`config.mk`:
```
export PLATFORM = sky130hd
export DESIGN_NAME = dci_top
export DESIGN_NICKNAME = d
export VERILOG_FILES = /design/src/pkg/dci_pkg.sv /design/src/design/dci_top.sv
export SDC_FILE = /design/constraint.sdc
export NUM_CORES = 1
export LEC_CHECK = 0
export ABC_AREA = 1
export ABC_CLOCK_PERIOD_IN_PS = 2700
export BUFFER_PORTS_ARGS = -buffer_cell sky130_fd_sc_hd__buf_4
export CAP_MARGIN = 20
export CORE_MARGIN = 8
export CORE_UTILIZATION = 60
export DETAILED_ROUTE_END_ITERATION = 7
export PLACE_DENSITY_LB_ADDON = 0.3
export SLEW_MARGIN = 15
export SYNTH_ARGS = -nofsm -noshare
export SYNTH_HDL_FRONTEND = slang
export SYNTH_SLANG_ARGS = --single-unit
```
`constraint.sdc`:
```
create_clock -name pclk -period 2.7 [get_ports pclk]
set_input_delay 0.27 -clock pclk [delete_from_list [all_inputs] [get_ports pclk]]
set_output_delay 0.27 -clock pclk [all_outputs]
set_load 0.1 [all_outputs]
```
`src/pkg/dci_pkg.sv`:
```
// package: constants, register map and event carrier for the dma channel interrupt control block
package dci_pkg;
  // ==========================================================
  // channel count
  localparam int NCH = 8;
  localparam int NCH_RED = 4;
  // ==========================================================
  // register map (byte addresses on the apb bus)
  localparam logic [11:0] CTRL_OFS = 12'h000;
  localparam logic [11:0] SSA_OFS = 12'h010;
  localparam int CH_SHIFT = 5;
  localparam logic [11:0] ISTAT_OFS = 12'h100;
  localparam logic [11:0] ICLR_OFS = 12'h104;
  localparam logic [11:0] IEN_OFS = 12'h108;
  // ==========================================================
  // alias operations, selected by address bits 3:2
  localparam logic [1:0] OP_WR = 2'h0;
  localparam logic [1:0] OP_CLR = 2'h1;
  localparam logic [1:0] OP_SET = 2'h2;
  localparam logic [1:0] OP_INV = 2'h3;
  // ==========================================================
  // control register layout and reset values
  localparam logic [31:0] CTRL_MASK = 32'h00ff00ff;
  localparam int IE_LSB = 16;
  localparam int FLAG_LSB = 0;
  localparam int F_SRC_DONE = 7;
  localparam int F_SRC_HALF = 6;
  localparam int F_DST_DONE = 5;
  localparam int F_DST_HALF = 4;
  localparam int F_BLOCK = 3;
  localparam int F_CELL = 2;
  localparam int F_ABORT = 1;
  localparam int F_ADDR_ERR = 0;
  localparam logic [7:0] RST_BYTE = 8'h00;
  localparam logic [31:0] RST_WORD = 32'h00000000;
  localparam logic [NCH-1:0] CMP_RST = 8'hff;
  // ==========================================================
  // per-channel event inputs from the transfer engine
  typedef struct packed {
    logic [15:0] src_pointer;
    logic [15:0] src_size;
    logic dst_done;
    logic dst_half;
    logic block_done;
    logic cell_done;
    logic abort;
    logic addr_err;
  } dci_chan_ev_t;
endpackage

```
`src/design/dci_top.sv`:
```
// module: dma channel interrupt control and source start address registers behind apb
//
// Local design decisions: the APB slave port and the placing of the registers.
`timescale 1ns/1ns
module dci_top import dci_pkg::*; #(
  parameter bit REDUCED = 1'b0
) (
  // clock and reset
  input wire logic pclk,
  input wire logic presetn,
  // apb slave
  input wire logic psel,
  input wire logic penable,
  input wire logic pwrite,
  input wire logic [11:0] paddr,
  input wire logic [31:0] pwdata,
  output logic [31:0] prdata,
  output logic pready,
  output logic pslverr,
  // transfer engine events
  input wire dci_chan_ev_t [NCH-1:0] chan_ev,
  // interrupt requests
  output logic [NCH-1:0] chan_irq,
  output logic irq
);

  // ==========================================================
  // helpers
  function automatic logic [31:0] apply_op(input logic [31:0] old, input logic [31:0] wd, input logic [1:0] op);
    logic [31:0] r;
    r = old;
    unique case (op)
      OP_WR: r = wd;
      OP_CLR: r = old & ~wd;
      OP_SET: r = old | wd;
      OP_INV: r = old ^ wd;
    endcase
    return r;
  endfunction

  function automatic logic chan_exists(input int c);
    return !(REDUCED && c >= NCH_RED);
  endfunction

  // ==========================================================
  // state
  logic [7:0] ie [NCH];
  logic [7:0] flag [NCH];
  logic [31:0] ssa [NCH];
  logic [NCH-1:0] eq_q;
  logic [NCH-1:0] half_q;
  logic [7:0] stat;
  logic [7:0] ien;
  logic [7:0] next_ie [NCH];
  logic [7:0] next_flag [NCH];
  logic [31:0] next_ssa [NCH];
  logic [NCH-1:0] next_eq;
  logic [NCH-1:0] next_half;
  logic [NCH-1:0] next_chan_irq;
  logic [7:0] next_stat;
  logic [7:0] next_ien;
  logic next_irq;
  logic [31:0] next_prdata;
  logic next_pready;
  logic next_pslverr;

  // ==========================================================
  // address decode
  logic acc;
  logic wr_en;
  logic [2:0] a_ch;
  logic [1:0] a_op;
  logic a_ssa;
  logic a_chan;
  logic ch_ok;

  always_comb begin
    acc = psel & penable;
    wr_en = acc & pready & pwrite;
    a_ch = paddr[7:5];
    a_op = paddr[3:2];
    a_ssa = paddr[4];
    a_chan = (paddr[11:8] == 4'h0);
    ch_ok = a_chan && !(REDUCED && int'(a_ch) >= NCH_RED);
  end

  // ==========================================================
  // channel registers and event flags
  always_comb begin
    logic [31:0] tmp;
    logic [7:0] hw;
    tmp = RST_WORD;
    hw = RST_BYTE;
    for (int c = 0; c < NCH; c++) begin
      next_ie[c] = ie[c];
      next_flag[c] = flag[c];
      next_ssa[c] = ssa[c];
      next_eq[c] = (chan_ev[c].src_pointer == chan_ev[c].src_size);
      next_half[c] = (chan_ev[c].src_pointer == {1'b0, chan_ev[c].src_size[15:1]});
      if (wr_en && ch_ok && a_ch == 3'(c)) begin
        if (a_ssa) begin
          next_ssa[c] = apply_op(ssa[c], pwdata, a_op);
        end else begin
          tmp = apply_op({8'h00, ie[c], 8'h00, flag[c]}, pwdata & CTRL_MASK, a_op);
          next_ie[c] = tmp[IE_LSB +: 8];
          next_flag[c] = tmp[FLAG_LSB +: 8];
        end
      end
      hw = RST_BYTE;
      hw[F_SRC_DONE] = next_eq[c] & ~eq_q[c];
      hw[F_SRC_HALF] = next_half[c] & ~half_q[c];
      hw[F_DST_DONE] = chan_ev[c].dst_done;
      hw[F_DST_HALF] = chan_ev[c].dst_half;
      hw[F_BLOCK] = chan_ev[c].block_done;
      hw[F_CELL] = chan_ev[c].cell_done;
      hw[F_ABORT] = chan_ev[c].abort;
      hw[F_ADDR_ERR] = chan_ev[c].addr_err;
      next_flag[c] = next_flag[c] | hw;
      if (!chan_exists(c)) begin
        next_ie[c] = RST_BYTE;
        next_flag[c] = RST_BYTE;
        next_ssa[c] = RST_WORD;
      end
      next_chan_irq[c] = |(next_flag[c] & next_ie[c]);
    end
  end

  always_ff @(posedge pclk or negedge presetn) begin
    if (!presetn) begin
      for (int c = 0; c < NCH; c++) begin
        ie[c] <= RST_BYTE;
        flag[c] <= RST_BYTE;
        ssa[c] <= RST_WORD;
      end
      eq_q <= CMP_RST;
      half_q <= CMP_RST;
      chan_irq <= '0;
    end else begin
      for (int c = 0; c < NCH; c++) begin
        ie[c] <= next_ie[c];
        flag[c] <= next_flag[c];
        ssa[c] <= next_ssa[c];
      end
      eq_q <= next_eq;
      half_q <= next_half;
      chan_irq <= next_chan_irq;
    end
  end

  // ==========================================================
  // block interrupt status, clear and enable
  always_comb begin
    next_stat = stat;
    next_ien = ien;
    if (wr_en && paddr == ICLR_OFS) begin
      next_stat = stat & ~pwdata[7:0];
    end
    if (wr_en && paddr == IEN_OFS) begin
      next_ien = pwdata[7:0];
    end
    next_stat = next_stat | (next_chan_irq & ~chan_irq);
    next_irq = |(next_stat & next_ien);
  end

  always_ff @(posedge pclk or negedge presetn) begin
    if (!presetn) begin
      stat <= RST_BYTE;
      ien <= RST_BYTE;
      irq <= 1'b0;
    end else begin
      stat <= next_stat;
      ien <= next_ien;
      irq <= next_irq;
    end
  end

  // ==========================================================
  // apb answer: one wait state, data and error registered
  always_comb begin
    next_pready = acc & ~pready;
    next_prdata = RST_WORD;
    next_pslverr = 1'b0;
    if (acc && !pready) begin
      if (ch_ok) begin
        if (a_op == OP_WR) begin
          next_prdata = a_ssa ? ssa[a_ch] : ({8'h00, ie[a_ch], 8'h00, flag[a_ch]} & CTRL_MASK);
        end
      end else if (paddr == ISTAT_OFS) begin
        next_prdata = {24'h000000, stat};
      end else if (paddr == IEN_OFS) begin
        next_prdata = {24'h000000, ien};
      end else if (paddr != ICLR_OFS) begin
        next_pslverr = 1'b1;
      end
    end
  end

  always_ff @(posedge pclk or negedge presetn) begin
    if (!presetn) begin
      prdata <= RST_WORD;
      pready <= 1'b0;
      pslverr <= 1'b0;
    end else begin
      prdata <= next_prdata;
      pready <= next_pready;
      pslverr <= next_pslverr;
    end
  end

  // ==========================================================
  // checks
  logic [NCH*8-1:0] flags_v;
  always_comb begin
    for (int c = 0; c < NCH; c++) begin
      flags_v[c*8 +: 8] = flag[c];
    end
  end

  flags_sticky_a: assert property (@(posedge pclk) disable iff (!presetn)
    !$past(wr_en) |-> ((flags_v & $past(flags_v)) == $past(flags_v)))
    else $error("flag dropped without a software write");

  src_done_set_a: assert property (@(posedge pclk) disable iff (!presetn)
    (chan_ev[0].src_pointer == chan_ev[0].src_size) && !eq_q[0] |=> flag[0][F_SRC_DONE])
    else $error("source done flag not set on pointer match");

  src_half_set_a: assert property (@(posedge pclk) disable iff (!presetn)
    (chan_ev[0].src_pointer == {1'b0, chan_ev[0].src_size[15:1]}) && !half_q[0] |=> flag[0][F_SRC_HALF])
    else $error("source half flag not set on midpoint");

  chan_request_a: assert property (@(posedge pclk) disable iff (!presetn)
    ##1 chan_irq[1] == |(flag[1] & ie[1]))
    else $error("channel request disagrees with flags and enables");

  reserved_zero_a: assert property (@(posedge pclk) disable iff (!presetn)
    acc && !pready && ch_ok && !a_ssa |=> (prdata & ~CTRL_MASK) == 32'h00000000)
    else $error("reserved control bits read nonzero");

  reduced_empty_a: assert property (@(posedge pclk) disable iff (!presetn)
    REDUCED |-> (flags_v[NCH*8-1:NCH_RED*8] == '0) && (ssa[NCH-1] == RST_WORD))
    else $error("absent channel holds state");

  set_alias_a: assert property (@(posedge pclk) disable iff (!presetn)
    wr_en && ch_ok && a_ch == 3'h0 && !a_ssa && a_op == OP_SET
      |=> (ie[0] & $past(pwdata[IE_LSB +: 8])) == $past(pwdata[IE_LSB +: 8]))
    else $error("set alias did not set enables");

  clr_alias_a: assert property (@(posedge pclk) disable iff (!presetn)
    wr_en && ch_ok && a_ch == 3'h2 && !a_ssa && a_op == OP_CLR |=> (ie[2] & $past(pwdata[IE_LSB +: 8])) == 8'h00)
    else $error("clear alias did not clear enables");

  enable_reset_a: assert property (@(posedge pclk) disable iff (!presetn)
    $rose(presetn) |-> ie[3] == RST_BYTE && flag[3] == RST_BYTE)
    else $error("enables or flags not zero after reset");

  irq_out_a: assert property (@(posedge pclk) disable iff (!presetn)
    ##1 irq == |(stat & ien))
    else $error("block interrupt disagrees with status");

  ready_wait_a: assert property (@(posedge pclk) disable iff (!presetn)
    acc && !pready |=> pready ##1 !pready)
    else $error("apb answer not one wait state");

  set_wins_a: assert property (@(posedge pclk) disable iff (!presetn)
    chan_ev[1].addr_err && wr_en && ch_ok && a_ch == 3'h1 && !a_ssa |=> flag[1][F_ADDR_ERR])
    else $error("event lost against a software write");

  event_flag_a: assert property (@(posedge pclk) disable iff (!presetn)
    chan_ev[2].block_done |=> flag[2][F_BLOCK])
    else $error("block event did not set its flag");

  enables_hold_a: assert property (@(posedge pclk) disable iff (!presetn)
    !wr_en |=> $stable(ie[0]))
    else $error("enables changed without a software write");

  alias_read_zero_a: assert property (@(posedge pclk) disable iff (!presetn)
    acc && !pready && ch_ok && a_op != OP_WR |=> prdata == RST_WORD)
    else $error("alias address returned data");

  inv_alias_a: assert property (@(posedge pclk) disable iff (!presetn)
    wr_en && ch_ok && a_ch == 3'h3 && !a_ssa && a_op == OP_INV
      |=> ie[3] == ($past(ie[3]) ^ $past(pwdata[IE_LSB +: 8])))
    else $error("invert alias did not toggle enables");

  absent_error_a: assert property (@(posedge pclk) disable iff (!presetn)
    acc && !pready && a_chan && !ch_ok |=> pready && pslverr)
    else $error("absent channel access not refused");

  reset_quiet_a: assert property (@(posedge pclk) disable iff (!presetn)
    $rose(presetn) |-> flags_v == '0 && chan_irq == '0 && !irq && !pready)
    else $error("outputs or flags not quiet after reset");

  status_sticky_a: assert property (@(posedge pclk) disable iff (!presetn)
    !$past(wr_en) |-> (stat & $past(stat)) == $past(stat))
    else $error("status bit dropped without a software write");

endmodule // dci_top

```
==> impl_metrics.py <==
metrics = {
    "worst_setup_path": {
        "crit_slowest_cell": "dlygate4sd3_1",
        "cp-start-kind": "primary input",
        "crit_fanout": 3,
        "cp_top_family": "buffers and inverters",
        "crit_type": "primary input to register",
        "reg2regPathDepth": 18,
        "worstPathRequired_ps": 3260,
        "path_cells": "dlygate4sd3_1, buf_4, nor2_1, dlygate4sd3_1, nand2_1, dlygate4sd3_1, nor4_1, dlygate4sd3_1",
        "cp_slowest_stage_delay_ps": 610,
        "arrival_ps": 3180,
        "cpMostUsedCell": "dlygate4sd3_1",
        "endpoint_kind": "register",
        "r2r_end": "irq",
        "r2r-start": "pready",
        "crit_buf_inv": 5,
        "r2r_slack_ps": 100,
    },
    "min_path": {
        "hold_depth": 6,
        "min-delay-start": "chan_ev[67]",
        "min_path_type": "primary input to register",
        "whs_endpoint": "half_q[1]",
    },
    "cells_and_area": {
        "num-fill-cells": 5572,
        "area_delta_synth_final_pct": 19.2,
        "final_cells": 7363,
        "drive_gt1_frac": 0.122,
        "nNetsFinal": 7499,
    },
    "synthesis": {
        "ys_seq_elements": 459,
        "ys_types": 47,
        "synth-edff-count": 0,
        "synth_common_cells": "1738 x nand2_1, 768 x ha_1, 768 x inv_1",
        "synth_fp_nets": 6996,
        "synthTopCellsByArea": "dfrtp_1 26%, ha_1 23%, nand2_1 15%",
        "syn_avg_cell_area_um2": 7.21,
        "synth_top_cell_by_area": "dfrtp_1",
        "yosys_warnings": 0,
        "synth.top_cell.area_share": 0.262,
        "synth-async-reset-ratio": 1.00,
        "yosysMostFrequentCell": "nand2_1",
        "netlist_area_um2": 42400,
        "synth-seq-area-share": 0.272,
        "synthFlopType": "dfrtp_1",
        "netlist_instances": 5875,
    },
    "grt": {
        "grt_max_degree": 160,
        "antenna_found_initial": 4,
        "track_usage": 0.376,
        "first_global_vias": 42386,
        "grt_pass1_wl_mm": 237,
        "gr-total-overflow": 0,
    },
    "timing": {
        "worstMarginPinSlew_ps": 966,
        "hold-worst-slack_ps": -5.01,
        "relSlewSlack": 0.356,
        "slew_viol_final": 0,
        "hold_viol": 1,
        "period_needed_ps": 2620,
        "rsz0062_at_grt": "no",
        "setup_ws_ps": 78.1,
        "fmaxAchievable_mhz": 381,
        "fin_crit_sh": 0.971,
        "finalSetupViolations": 0,
        "finClkSkew_ps": 28.2,
        "setup-tns-final_ps": 0,
    },
    "placed_design": {
        "place_inst": 7168,
        "placement.setup.worst_slack_ps": 94.6,
        "io_buffers": 395,
        "hpwl_mm": 106,
        "place_congestion": 1.07,
    },
    "die": {
        "fp.dieArea_um2": 79400,
        "core_area_um2": 70000,
        "num_io_pins": 396,
        "placementRows": 97,
        "die_x_um": 282,
        "die_h_um": 282,
        "start_util": 0.605,
    },
    "route": {
        "route.detailed.drc": 0,
        "vias": 43812,
        "first_iter_violations": 4978,
        "vias_per_cell": 5.95,
        "final_antenna_net_count": 0,
        "wl_mm": 154,
        "first_pass_iters": 6,
        "avgRoutedWirePerCell_um": 20.9,
    },
    "outcome": {
        "status": "complete, but fails checks",
        "violations": "hold timing",
    },
    "clock_tree": {
        "clockBufferDepth": 3,
        "insertion_delay_ps": 640,
        "htreeDepth": 2,
        "cts-root-buf": "clkbuf_16",
        "clock_sinks": 459,
        "path_clk_slew_ps": 60,
        "cts_buffers": 53,
        "cts_tree": "done",
    },
    "flow_run": {
        "maxCapViolations": 0,
    },
    "pwr": {
        "p_leak_nw": 26.2,
        "vdd_drop_max_uv": 613,
        "power_density_nw_per_um2": 367,
    },
}
## sequential cells by signal, summed over array words and instances (netlist names)
name / cells
flag: 64
ssa: 256
ien: 8
irq: 1
chan_irq: 8
half_q: 8
stat: 8
pslverr: 1
ie: 64
pready: 1
eq_q: 8
prdata: 32
## kinds of logic (layout without fill, tap and decap cells)
group           Yosys count  in the layout  share of synthesized area
simple gates           2316           2316                      0.218
compound gates         1229           1229                      0.176
buf+inv                1037           1582                     0.0946
fa+ha+maj               768            768                      0.227
flops                   459            459                      0.272
xor+xnor                 66             66                     0.0136
other cells               0              3                          0
## worst register-to-register path: cells and delay by family, from the launching register on
kind	cells	cell delay [ps]
flops	1	380
simple gates	16	1720
buf+inv	2	440
## cell type report
type	instances	area, um^2	area share
Sequential cell	459	11500	0.228
Timing Repair Buffer	703	6100	0.121
Multi-Input combinational cell	4379	27000	0.534
Clock buffer	76	1520	0.0301
Antenna cell	3	7.51	0.000149
Tap cell	940	1180	0.0233
Inverter	782	2950	0.0583
Clock inverter	21	307	0.00607
## cells in the final DEF (no fill, tap or decap), types with 31 or more instances in the layout
master,synthesis,layout
o21ai_0,541,541
dfrtp_1,443,443
buf_12,0,47
o211ai_1,179,179
buf_4,8,564
o2111ai_1,39,39
o22ai_1,88,88
dlygate4sd3_1,0,91
xor2_1,62,62
a31oi_1,31,31
nand3_1,67,66
clkbuf_16,0,53
nand2_1,1738,1735
nand4_1,61,61
a211oi_1,104,104
nor2_1,360,357
a21oi_1,152,152
inv_1,768,767
ha_1,768,768
## how the worst max path moves through the flow
stage                       from  cells past startpoint  slack, ps   endpoint
finish              chan_ev[113]                      8         80  half_q[2]
global route        chan_ev[163]                     21          2        irq
CTS                 chan_ev[163]                     11         80    eq_q[4]
detailed placement     paddr[11]                     19         90        irq
global placement       paddr[11]                     19        130        irq
floorplan                 pready                     17        0.3        irq
## power by group
group	switching, W	leakage (nW)	internal (W)
Combinational	0.00237	20.3	0.00144
Clock	0.00326	0.887	0.00451
Sequential	0.0000273	5.02	0.00692
## per-stage QoR
stage	utilization	hold slack, ps	total power [W]	area (um^2)
detailed placement	0.681	247	0.0107	47700
floorplan	-	-25.6	0.00900	42400
finish	0.721	-5.01	0.0185	50500
global placement	0.681	250	0.0106	47700
global route	0.721	45.2	0.0192	50500
CTS	0.721	15.7	0.0184	50500
## layer usage
layer  up-vias  part of all wire  global-route usage
li1      20287                 -                   -
met1     20400              0.38               0.473
met2      2482              0.45               0.590
met3       639              0.10              0.0790
met4         4             0.072               0.233
met5         -           0.00016                   0
## repair_timing
action | CTS | global route
resized for setup | 0 | 6
endpoints found under the hold margin | 161 | 0
buffers inserted | 0 | 4
hold buffers | 95 | 0
setup endpoints to repair | 0 | 5
Note: power is estimated with default switching activity, not from simulation.
